[src/inc/trap_ctl_map.svh]
// Offsets, field positions and reset values of the trap and interrupt control block.
// Assumes a 32-bit AHB-Lite slave with one register per aligned word.
`ifndef TRAP_CTL_MAP_SVH
`define TRAP_CTL_MAP_SVH
`define OFF_CORE_CONTROL 4'h0
`define OFF_TRAP_NEST_CTL 4'h4
`define OFF_VECT_EDGE_CTL 4'h8
`define OFF_CPU_STATUS 4'hc
`define BIT_PRIO_MSB 3
`define BIT_NESTING_OFF 15
`define BIT_ACC_A_OVF_EN 10
`define BIT_ACC_B_OVF_EN 9
`define BIT_SEVERE_OVF_EN 8
`define BIT_ALT_TABLE 15
`define BIT_TIMED_BLOCK 14
`define PRIO_LOW_HI 7
`define PRIO_LOW_LO 5
`define FLAG_MASK 16'h78de
`define RST_WORD 16'h0000
`define PRIO_LOW_MAX 3'h7
`endif

[src/inc/trap_ctl_pkg.sv]
// Types shared by the trap and interrupt control block.
// Assumes the map header is compiled alongside.
package trap_ctl_pkg;
	// Trap causes reported by the arithmetic unit and the core, one-cycle pulses.
	typedef struct packed {
		logic acc_a_ovf;
		logic acc_b_ovf;
		logic acc_a_severe;
		logic acc_b_severe;
		logic bad_shift;
		logic zero_divide;
		logic addr_fault;
		logic stack_fault;
		logic clock_loss;
	} trap_evt_t;
	// Trap requests raised towards the trap entry logic, one-cycle pulses.
	typedef struct packed {
		logic arith;
		logic addr;
		logic stack;
		logic clock;
	} trap_req_t;
endpackage

[src/trap_and_interrupt_global_control.sv]
// Global trap and interrupt control: priority level, trap flags, edge selects.
// Assumes one AHB-Lite master, a core that reports trap causes as pulses,
// and external interrupt inputs already synchronous to mclk.
// What this block does
// - Core control bit 3 reads 1 when priority level exceeds seven.
// - Priority level is the upper bit above the three low status bits.
// - Nesting disable bit 15 of control one prevents interrupt nesting.
// - Bit 14 of control one flags an accumulator A overflow trap.
// - Bit 13 of control one flags an accumulator B overflow trap.
// - Bit 12 flags a severe overflow trap of accumulator A.
// - Bit 11 flags a severe overflow trap of accumulator B.
// - Bit 10 enables the accumulator A overflow trap.
// - Bit 9 enables the accumulator B overflow trap.
// - Bit 8 enables the severe overflow trap of either accumulator.
// - Bit 7 flags a math trap from an invalid accumulator shift.
// - Bit 6 flags a math trap from division by zero.
// - Bit 4 flags any math error trap.
// - Bit 3 flags an address error trap.
// - Bit 2 flags a stack error trap.
// - Bit 1 flags an oscillator failure trap.
// - Bit 15 of control two selects the alternate vector table.
// - Read-only bit 14 of control two shows timed interrupt block.
// - Bits 2 to 0 of control two pick falling or rising edges.
// - Unimplemented bits read zero and ignore writes.
// - Low priority bits are read-only while nesting is disabled.
// - User interrupts are blocked while the upper priority bit is set.
`timescale 1ns/1ps
`default_nettype none
`include "trap_ctl_map.svh"
module trap_and_interrupt_global_control
	import trap_ctl_pkg::*;
#(
	parameter int NUM_EXT = 3
)
(
	input wire logic mclk,
	input wire logic rst,
	input wire logic hsel,
	input wire logic [31:0] haddr,
	input wire logic [1:0] htrans,
	input wire logic hwrite,
	input wire logic [2:0] hsize,
	input wire logic [31:0] hwdata,
	input wire logic hready,
	output logic [31:0] hrdata,
	output logic hreadyout,
	output logic hresp,
	input wire trap_evt_t trap_evt,
	input wire logic trap_entry,
	input wire logic irq_entry,
	input wire logic [2:0] irq_entry_level,
	input wire logic timed_block_in,
	input wire logic [NUM_EXT-1:0] ext_irq_in,
	output logic [NUM_EXT-1:0] ext_irq_req,
	output trap_req_t trap_req,
	output logic [3:0] cpu_priority_level,
	output logic user_irq_block,
	output logic nesting_off,
	output logic alt_table_select
);
	logic prio_msb_r;
	logic [2:0] prio_low_r;
	logic [15:0] flags_r;
	logic acc_a_ovf_en_r;
	logic acc_b_ovf_en_r;
	logic severe_ovf_en_r;
	logic nesting_off_r;
	logic alt_table_r;
	logic timed_block_r;
	logic [NUM_EXT-1:0] edge_sel_r;
	logic [NUM_EXT-1:0] ext_prev_r;
	logic [NUM_EXT-1:0] ext_req_r;
	trap_req_t trap_req_r;
	logic wr_pend_r;
	logic rd_pend_r;
	logic [3:0] addr_r;
	logic hreadyout_r;
	logic [31:0] hrdata_r;
	logic accept;
	logic wr_core;
	logic wr_trap;
	logic wr_vect;
	logic wr_stat;
	logic [15:0] flag_set;
	logic [15:0] flag_clr;
	logic math_any;

	// Register index of a byte address, unmapped space folds to an illegal index.
	function automatic logic [3:0] reg_sel(input logic [31:0] a);
		reg_sel = (a[31:4] == 28'h0000000) ? a[3:0] : 4'hf;
	endfunction

	// Read view of one register; only documented bits are driven.
	function automatic logic [15:0] reg_view(input logic [3:0] idx);
		logic [15:0] v;
		v = `RST_WORD;
		unique case (idx)
			`OFF_CORE_CONTROL: v[`BIT_PRIO_MSB] = prio_msb_r;
			`OFF_TRAP_NEST_CTL:
			begin
				v = flags_r & `FLAG_MASK;
				v[`BIT_NESTING_OFF] = nesting_off_r;
				v[`BIT_ACC_A_OVF_EN] = acc_a_ovf_en_r;
				v[`BIT_ACC_B_OVF_EN] = acc_b_ovf_en_r;
				v[`BIT_SEVERE_OVF_EN] = severe_ovf_en_r;
			end
			`OFF_VECT_EDGE_CTL:
			begin
				v[`BIT_ALT_TABLE] = alt_table_r;
				v[`BIT_TIMED_BLOCK] = timed_block_r;
				v[NUM_EXT-1:0] = edge_sel_r;
			end
			`OFF_CPU_STATUS: v[`PRIO_LOW_HI:`PRIO_LOW_LO] = prio_low_r;
			default: v = `RST_WORD;
		endcase
		return v;
	endfunction

	// Address phase is taken only when the slave is selected and the bus is ready.
	assign accept = hsel && htrans[1] && hready;
	assign wr_core = wr_pend_r && (addr_r == `OFF_CORE_CONTROL);
	assign wr_trap = wr_pend_r && (addr_r == `OFF_TRAP_NEST_CTL);
	assign wr_vect = wr_pend_r && (addr_r == `OFF_VECT_EDGE_CTL);
	assign wr_stat = wr_pend_r && (addr_r == `OFF_CPU_STATUS);

	// Pending transfer; a read costs one wait state so that a write in the
	// preceding data phase is already visible, at the price of read latency.
	always_ff @(posedge mclk)
	begin
		if (rst)
		begin
			wr_pend_r <= 1'b0;
			rd_pend_r <= 1'b0;
			addr_r <= 4'h0;
			hreadyout_r <= 1'b1;
		end
		else
		begin
			wr_pend_r <= accept && hwrite;
			rd_pend_r <= accept && !hwrite;
			if (accept)
				addr_r <= reg_sel(haddr);
			hreadyout_r <= !(accept && !hwrite);
		end
	end

	// Read data is loaded in the wait cycle and held until the next read.
	always_ff @(posedge mclk)
	begin
		if (rst)
			hrdata_r <= 32'h00000000;
		else if (rd_pend_r)
			hrdata_r <= {16'h0000, reg_view(addr_r)};
	end

	// Math trap sources after their enables; shift and divide always trap.
	always_comb
	begin
		flag_set = `RST_WORD;
		flag_set[14] = trap_evt.acc_a_ovf && acc_a_ovf_en_r;
		flag_set[13] = trap_evt.acc_b_ovf && acc_b_ovf_en_r;
		flag_set[12] = trap_evt.acc_a_severe && severe_ovf_en_r;
		flag_set[11] = trap_evt.acc_b_severe && severe_ovf_en_r;
		flag_set[7] = trap_evt.bad_shift;
		flag_set[6] = trap_evt.zero_divide;
		math_any = flag_set[14] | flag_set[13] | flag_set[12] | flag_set[11]
			| flag_set[7] | flag_set[6];
		flag_set[4] = math_any;
		flag_set[3] = trap_evt.addr_fault;
		flag_set[2] = trap_evt.stack_fault;
		flag_set[1] = trap_evt.clock_loss;
	end

	// Software clears a flag by writing zero to it; writing one does nothing.
	assign flag_clr = wr_trap ? (~hwdata[15:0] & `FLAG_MASK) : `RST_WORD;

	// Sticky flags; a new cause in the clearing cycle wins over the clear.
	always_ff @(posedge mclk)
	begin
		if (rst)
			flags_r <= `RST_WORD;
		else
			flags_r <= ((flags_r & ~flag_clr) | flag_set) & `FLAG_MASK;
	end

	// Trap requests towards the trap entry logic.
	always_ff @(posedge mclk)
	begin
		if (rst)
			trap_req_r <= '0;
		else
		begin
			trap_req_r.arith <= math_any;
			trap_req_r.addr <= trap_evt.addr_fault;
			trap_req_r.stack <= trap_evt.stack_fault;
			trap_req_r.clock <= trap_evt.clock_loss;
		end
	end

	// Writable control bits of both control registers.
	always_ff @(posedge mclk)
	begin
		if (rst)
		begin
			nesting_off_r <= 1'b0;
			acc_a_ovf_en_r <= 1'b0;
			acc_b_ovf_en_r <= 1'b0;
			severe_ovf_en_r <= 1'b0;
			alt_table_r <= 1'b0;
			edge_sel_r <= '0;
		end
		else
		begin
			if (wr_trap)
			begin
				nesting_off_r <= hwdata[`BIT_NESTING_OFF];
				acc_a_ovf_en_r <= hwdata[`BIT_ACC_A_OVF_EN];
				acc_b_ovf_en_r <= hwdata[`BIT_ACC_B_OVF_EN];
				severe_ovf_en_r <= hwdata[`BIT_SEVERE_OVF_EN];
			end
			if (wr_vect)
			begin
				alt_table_r <= hwdata[`BIT_ALT_TABLE];
				edge_sel_r <= hwdata[NUM_EXT-1:0];
			end
		end
	end

	// Upper priority bit: trap entry sets it, software may only clear it.
	always_ff @(posedge mclk)
	begin
		if (rst)
			prio_msb_r <= 1'b0;
		else if (trap_entry)
			prio_msb_r <= 1'b1;
		else if (wr_core && !hwdata[`BIT_PRIO_MSB])
			prio_msb_r <= 1'b0;
	end

	// Low priority bits. With nesting off an accepted interrupt raises the
	// level to seven so no other user interrupt can preempt it.
	always_ff @(posedge mclk)
	begin
		if (rst)
			prio_low_r <= 3'h0;
		else if (irq_entry)
			prio_low_r <= nesting_off_r ? `PRIO_LOW_MAX : irq_entry_level;
		else if (wr_stat && !nesting_off_r)
			prio_low_r <= hwdata[`PRIO_LOW_HI:`PRIO_LOW_LO];
	end

	// Timed block status follows the core; read-only to software.
	always_ff @(posedge mclk)
	begin
		if (rst)
			timed_block_r <= 1'b0;
		else
			timed_block_r <= timed_block_in;
	end

	// One edge detector per external input. Reset loads the pin's own level,
	// so an input that idles high gives no false edge once reset is released.
	genvar gi;
	generate
		for (gi = 0; gi < NUM_EXT; gi++)
		begin : g_ext
			always_ff @(posedge mclk)
			begin
				if (rst)
				begin
					ext_prev_r[gi] <= ext_irq_in[gi];
					ext_req_r[gi] <= 1'b0;
				end
				else
				begin
					ext_prev_r[gi] <= ext_irq_in[gi];
					ext_req_r[gi] <= edge_sel_r[gi] ? (ext_prev_r[gi] && !ext_irq_in[gi])
						: (!ext_prev_r[gi] && ext_irq_in[gi]);
				end
			end
		end
	endgenerate

	// Outputs, every one straight from a flip-flop except hresp, which is tied to zero.
	assign hrdata = hrdata_r;
	assign hreadyout = hreadyout_r;
	assign hresp = 1'b0;
	assign ext_irq_req = ext_req_r;
	assign trap_req = trap_req_r;
	assign cpu_priority_level = {prio_msb_r, prio_low_r};
	assign user_irq_block = prio_msb_r;
	assign nesting_off = nesting_off_r;
	assign alt_table_select = alt_table_r;
endmodule
`default_nettype wire

[config.mk]
export PLATFORM = sky130hd
export DESIGN_NAME = trap_and_interrupt_global_control
export DESIGN_NICKNAME = d
export VERILOG_FILES = /design/src/inc/trap_ctl_pkg.sv /design/src/trap_and_interrupt_global_control.sv
export VERILOG_INCLUDE_DIRS = /design/src /design/src/inc
export SDC_FILE = /design/constraint.sdc
export NUM_CORES = 1
export LEC_CHECK = 0
export BUFFER_PORTS_ARGS = -buffer_cell sky130_fd_sc_hd__buf_2
export CORE_MARGIN = 5
export CORE_UTILIZATION = 43
export DETAILED_ROUTE_END_ITERATION = 7
export GPL_TIMING_DRIVEN = 0
export HOLD_SLACK_MARGIN = 0.08
export MAX_ROUTING_LAYER = met4
export PLACE_DENSITY = 0.8
export RECOVER_POWER = 50
export SETUP_SLACK_MARGIN = 0.1
export SYNTH_ARGS = -nofsm -noshare
export SYNTH_HDL_FRONTEND = slang
export SYNTH_SLANG_ARGS = --single-unit
[constraint.sdc]
create_clock -name mclk -period 2.1 [get_ports mclk]
set_input_delay 0.42 -clock mclk [delete_from_list [all_inputs] [get_ports mclk]]
set_output_delay 0.42 -clock mclk [all_outputs]
set_load 0.03 [all_outputs]
==> results of run 1 <==
[logic make-up (layout without fill, tap and decap cells)]
family / Yosys count / count (layout) / synth area share, %
buf+inv: 42 / 152 / 10.1
other cells: 1 / 18 / 0.161
mux: 3 / 3 / 1.29
compound gates: 71 / 71 / 19.5
flops: 56 / 56 / 48.2
simple gates: 83 / 83 / 20.8
[routing by layer]
layer / track usage (%) / up-vias
met5: - / -
met1: 21.3 / 1053
met4: 4.97 / 0
met2: 31.2 / 115
met3: 5.23 / 11
li1: - / 1139
[sequential cells by signal, summed over array words and instances (netlist names)]
name,cells
nesting_off,1
flags_r,10
prio_low_r,3
wr_pend_r,1
ext_irq_req,3
edge_sel_r,3
rd_pend_r,1
alt_table_select,1
hrdata,16
severe_ovf_en_r,1
acc_a_ovf_en_r,1
addr_r,4
acc_b_ovf_en_r,1
ext_prev_r,3
user_irq_block,1
hreadyout,1
trap_req,4
timed_block_r,1
[cell usage after synthesis, types with 2 or more instances]
library cell,instances
buf_4,18
a211oi_1,8
nand3b_1,3
and4_1,2
inv_1,10
a21oi_1,27
nor2b_1,3
nor4_1,7
or3_1,4
mux2i_1,3
clkbuf_1,9
a22oi_1,6
nand2_1,6
nand3_1,18
a31oi_1,2
o221ai_1,2
or3b_2,3
o21ai_0,11
buf_1,2
dfxtp_1,56
a311oi_1,7
nand2b_1,11
o31ai_1,3
nor2_1,18
and3_1,2
a31o_2,3
[through the flow]
step / instance area (um^2) / instances / utilization, % / hold slack, ps
final: 3070 / 453 / 59.4 / 232
after global routing: 3070 / 453 / 59.4 / 233
after CTS: 3110 / 452 / 60.2 / 208
after detailed placement: 2990 / 444 / 57.7 / 456
after global placement: 2990 / 444 / 57.7 / 452
after floorplan: 2390 / 272 / - / 448
[worst reg2reg max path, delay by kind of cell (launching register included)]
kind	cells	cell delay, ps
AND/OR/NAND/NOR	1	520
flip-flops	1	430
AO/OA/AOI/OAI	2	390
buffers and inverters	1	340
[worst max path at each step]
stage,from,to,slack (ps),cells after the start
floorplan,addr_r[3],flags_r[4],460,4
global placement,rst,flags_r[4],300,4
detailed placement,rst,flags_r[1],320,4
CTS,addr_r[2],hrdata[4],380,4
global route,addr_r[2],hrdata[4],130,4
finish,addr_r[2],hrdata[1],340,4
[area by class of cell]
| cell class | count | share of cell area (%) |
|---|---|---|
| multi-input cells | 174 | 33.6 |
| diodes | 1 | 0.0814 |
| inverters | 11 | 1.34 |
| flip-flops and latches | 56 | 36.5 |
| clock inverters | 1 | 0.977 |
| well taps | 70 | 2.85 |
| repair buffers | 102 | 15.3 |
| clock buffers | 7 | 3.14 |
| plain buffers | 31 | 6.27 |
[power by group through the flow]
stage          Clock (mW)  Sequential, mW  Combinational, mW
2_1_floorplan           0            1.17              0.154
3_3_place_gp            0            1.14              0.297
3_5_place_dp            0            1.14              0.300
4_1_cts             0.774            1.12              0.301
5_1_grt             0.805            1.12              0.321
6_report            0.756            1.12              0.296
==> results.md, run 1 <==
- Pwr dens: 706 nW/um^2
- Bufs on Longest Clock Path: 2
- Worst R2R End: hrdata[1]
- Vias in the first global route: 2299
- Final Max Slew Viols: 0
- DR vias/cell: 5.12
- Sequential cell area: 1120 um^2
- Final setup viols: 0
- Via count: 2318
- Clock power frac: 34.8%
- ANT nets after route: 0
- Crit end category: register
- Clock sink count: 56
- Dpl hpwl: 5.09 mm
- Crit-path cells: nor4b_1 > buf_2 > a22oi_1 > a211oi_1
- Skew final: 6.06 ps
- First-pass GRT wire length: 10.4 mm
- Fin nets: 473
- Pre-Repair DR Iteration Count: 4
- CP peak stage delay: 520 ps
- Hold Vio Cnt, Final: 0
- Min Clock Period, post-route: 1760 ps
- R2R depth: 4
- RSZ-0062 raised after global routing: no
- Origin of the critical flop-to-flop path: addr_r[2]
- Element type at the critical path start: register
- Post-synth EDFFs: 0
- Hold-fix buffers, CTS: 0
- TritonCTS clock tree: built
- Commonest non-fill, non-tap cells in the layout: 70 x buf_2, 56 x dfxtp_1, 42 x clkbuf_1
- Routability Congestion: 0.806
- Site row count: 26
- Status: complete, no violations
- Max-slew headroom: 42.0%
- Max-cap violations: 0
- Tcrit/Tclk final: 83.6%
- DR WL met3: 581 um
- FF+latch count, synth: 56
- Reg power frac: 51.5%
- Post-CTS sizing: 0
- Max rail drop VDD: 0.301 mV
- Root Driver: clkbuf_8
- Netlist cell types: 38
- Hold path depth: 1
- Total GRT Usage: 18.4%
- Synth Instances: 256
- Clk slew on worst S/H paths: 100 ps
- Yosys warnings: 0
- Layout cell share with drive strength beyond 1: 28.3%
- Routed met1 length: 2.64 mm
- Met2 wire len: 3.13 mm
- Max FO, Critical Path: 10
- Worst slew pin tran: 867 ps
- Multi-input logic area: 1030 um^2
- Initial antenna violation count: 1
- Worst skew pair latency: 310 ps
- Synthesized area per cell: 9.09 um^2
- Starting Density: 45.0%
- Top Metal Used: met4
- CP delay by family, top: simple AND/OR/NAND/NOR gates
- Drt wl/cell: 14.2 um
- Synth Cell Area: 2330 um^2
- Leakage: 1.26 nW
- CP Data Arrival Time: 1990 ps
- WHS Endpoint: ext_prev_r[0]
- Async SR Flop Fraction: 0%
- CP bufs+invs: 1
- Residual DRC: 0
- R2R setup slack: 340 ps
- Largest cells by area after synthesis: dfxtp_1 48%, a21oi_1 5.8%, buf_4 5.8%
- Yosys top cell area share: 48.2%
- Area Growth Syn to Fin: 32.0%
- Detailed Route Iter0 Violations: 156
- Htree depth: 2
- Total CTS buffers: 5
- Main synth FF type: dfxtp_1
- Design Power: 2.17 mW
- Routed WL: 6.44 mm
- Slack of the critical path: 344 ps
- Total negative setup slack: 0 ps
- Chip Height: 83.6 um
- Largest net degree at the start of global routing: 17
- Pint: 1.64 mW
- Comb pwr share: 13.6%
- Fmax achieved: 569 MHz
- Critical setup path kind: reg -> reg
- Filler cell count: 484
- Most common cell after layout, fill and taps aside: buf_2
- CP max-delay cell: nor4b_1
- Biggest area consumer among synthesized cells: dfxtp_1
- Place WS: 316 ps
- Net Sw Frac: 24.6%
- Io pins: 140
- CP required: 2340 ps
- Die Span X: 83.6 um
- Min-delay worst type: in -> reg
- I/O Buffers: 102
- Core area: 5170 um^2
- NetSw: 533 uW
- Hold Crit Start: ext_irq_in[0]
- Setup Fix Bufs, Post-CTS: 0
- Seq/Total Area, Yosys: 48.2%
- Total gr overflow: 0
- Die area: 6980 um^2
Power figures use the tool's default switching activity.
==> run 2: changes to the inputs <==
--- a/config.mk
+++ b/config.mk
@@ -8,12 +8,12 @@
 export LEC_CHECK = 0
 export BUFFER_PORTS_ARGS = -buffer_cell sky130_fd_sc_hd__buf_2
 export CORE_MARGIN = 5
-export CORE_UTILIZATION = 43
+export CORE_UTILIZATION = 39
 export DETAILED_ROUTE_END_ITERATION = 7
 export GPL_TIMING_DRIVEN = 0
 export HOLD_SLACK_MARGIN = 0.08
 export MAX_ROUTING_LAYER = met4
-export PLACE_DENSITY = 0.8
+export PLACE_DENSITY = 0.76
 export RECOVER_POWER = 50
 export SETUP_SLACK_MARGIN = 0.1
 export SYNTH_ARGS = -nofsm -noshare
==> constraint.sdc (replaced) <==
create_clock -name mclk -period 1.5 [get_ports mclk]
set_input_delay 0.3 -clock mclk [delete_from_list [all_inputs] [get_ports mclk]]
set_output_delay 0.3 -clock mclk [all_outputs]
set_load 0.03 [all_outputs]
==> run 2 against run 1 <==
Against the previous run: the run now ends with setup timing left; hold slack lost 130 ps; die area grew 9.0%; combinational power grew 63%; sequential power grew 40%; critical path depth is the same; maximum frequency grew 6.2%; wire length grew 9.5%; critical path type unchanged; largest power group unchanged; highest routed layer unchanged.
==> results.md, run 2 (synthesis results as in run 1) <==
- CP required: 1710 ps
- Residual DRC: 0
- CP Data Arrival Time: 1860 ps
- Most common cell after layout, fill and taps aside: buf_2
- Clk slew on worst S/H paths: 90 ps
- Core area: 5850 um^2
- Io pins: 140
- Slack of the critical path: -154 ps
- Pre-Repair DR Iteration Count: 4
- Failing checks: setup timing
- Starting Density: 39.8%
- Area Growth Syn to Fin: 44.4%
- Filler cell count: 549
- Area after DPL: 3000 um^2
- Status: complete, but fails checks
- CP max-delay cell: or4b_4
- I/O Buffers: 102
- Largest net degree at the start of global routing: 16
- Root Driver: clkbuf_8
- Routed WL: 7.05 mm
- Skew final: 5.01 ps
- Drt wl/cell: 15.1 um
- Max-cap violations: 0
- Worst skew pair latency: 310 ps
- ANT nets after route: 0
- R2R setup slack: -150 ps
- Hold Vio Cnt, Final: 0
- Dpl hpwl: 5.12 mm
- DR vias/cell: 5.03
- CP delay by family, top: simple AND/OR/NAND/NOR gates
- Leakage: 1.38 nW
- Final Max Slew Viols: 0
- Critical setup path kind: reg -> reg
- Max rail drop VDD: 0.379 mV
- Hold-fix buffers, CTS: 0
- Detailed Route Iter0 Violations: 90
- Max FO, Critical Path: 4
- Fmax achieved: 605 MHz
- Design Power: 2.93 mW
- Pwr dens: 872 nW/um^2
- Max-slew headroom: 57.3%
- Hold_ws: 103 ps
- Min-delay worst type: in -> reg
- Crit-path cells: or4b_4 > buf_6 > or3_1 > a31o_2
- RSZ-0062 raised after global routing: yes
- CP peak stage delay: 540 ps
- Total gr overflow: 0
- CP bufs+invs: 1
- Die area: 7610 um^2
- Layout cell share with drive strength beyond 1: 41.2%
- Die Span X: 87.3 um
- Fin nets: 485
- Commonest non-fill, non-tap cells in the layout: 80 x buf_2, 52 x dfxtp_1, 28 x clkbuf_1
- TritonCTS clock tree: built
- Htree depth: 2
- Min Clock Period, post-route: 1650 ps
- Chip Height: 87.3 um
- Antenna fix cells: 0
- Vias in the first global route: 2193
- Fin area: 3360 um^2
- Element type at the critical path start: register
- Via count: 2353
- Final setup viols: 12
- Initial antenna violation count: 0
- Routability Congestion: 0.760
- Tcrit/Tclk final: 110%
- Clock sink count: 56
- Max reg flops: 16
- Place WS: -355 ps
- Bufs on Longest Clock Path: 2
- Worst slew pin tran: 640 ps
- First-pass GRT wire length: 10.4 mm
- Total CTS buffers: 5
- Site row count: 28
- Crit end category: register
- Total GRT Usage: 18.0%
==> run 2: cell count changes in the layout (fill, tap and decap cells not counted), moves of 4 or more <==
cell / delta
buf_6: +5
o21ai_2: +5
a21oi_1: -4
clkbuf_1: -14
a21oi_2: +4
a22oi_1: -6
buf_4: +7
o21ai_0: -10
dfxtp_1: -4
o21ai_1: +5
buf_2: +10
a22oi_2: +6
==> run 2: cell type report <==
| cell class | count | area [um^2] | area share [%] |
|---|---|---|---|
| buffer | 31 | 215 | 6.40 |
| clock buffer | 7 | 96.3 | 2.87 |
| inverter | 11 | 41.3 | 1.23 |
| multi-input combinational | 174 | 1190 | 35.4 |
| sequential | 56 | 1130 | 33.7 |
| tap | 75 | 93.8 | 2.79 |
| timing repair buffer | 114 | 592 | 17.6 |
==> run 2: stage by stage <==
step / setup TNS, ps / cells / util, %
4_1_cts: -632 / 463 / 55.6
2_1_floorplan: -209 / 272 / -
3_5_place_dp: -6720 / 449 / 51.3
3_3_place_gp: -6780 / 449 / 51.3
6_report: -830 / 468 / 57.4
5_1_grt: -1340 / 468 / 57.4
==> run 2: repair_timing <==
item / CTS / global route
buffers inserted: 7 / 5
endpoints found under the setup margin: 37 / 37
gates cloned: 0 / 1
resized for setup: 32 / 28
pin swaps: 18 / 14
==> run 2: path summary, 6_finish.rpt <==
kind / end / startpoint / cells after the start
worst max-delay path: flags_r[4] / addr_r[3] / 4
worst min-delay path: ext_prev_r[2] / ext_irq_in[2] / 1
worst max register to register: flags_r[4] / addr_r[3] / 4
worst min register to register: flags_r[11] / flags_r[11] / 2
==> run 2: per-layer routing <==
layer	global-route usage (%)	vias up	wire [um]
li1	-	1168	-
met1	21.7	1076	2850
met2	29.9	101	3530
met3	4.35	8	589
met4	4.74	0	90
met5	-	-	0
==> run 2: power breakdown <==
group	switching, mW	leakage (nW)	internal (mW)	total (mW)
combinational	0.272	0.871	0.211	0.483
sequential	0.0382	0.461	1.53	1.57
clock	0.464	0.0503	0.412	0.877
total	0.775	1.38	2.16	2.93
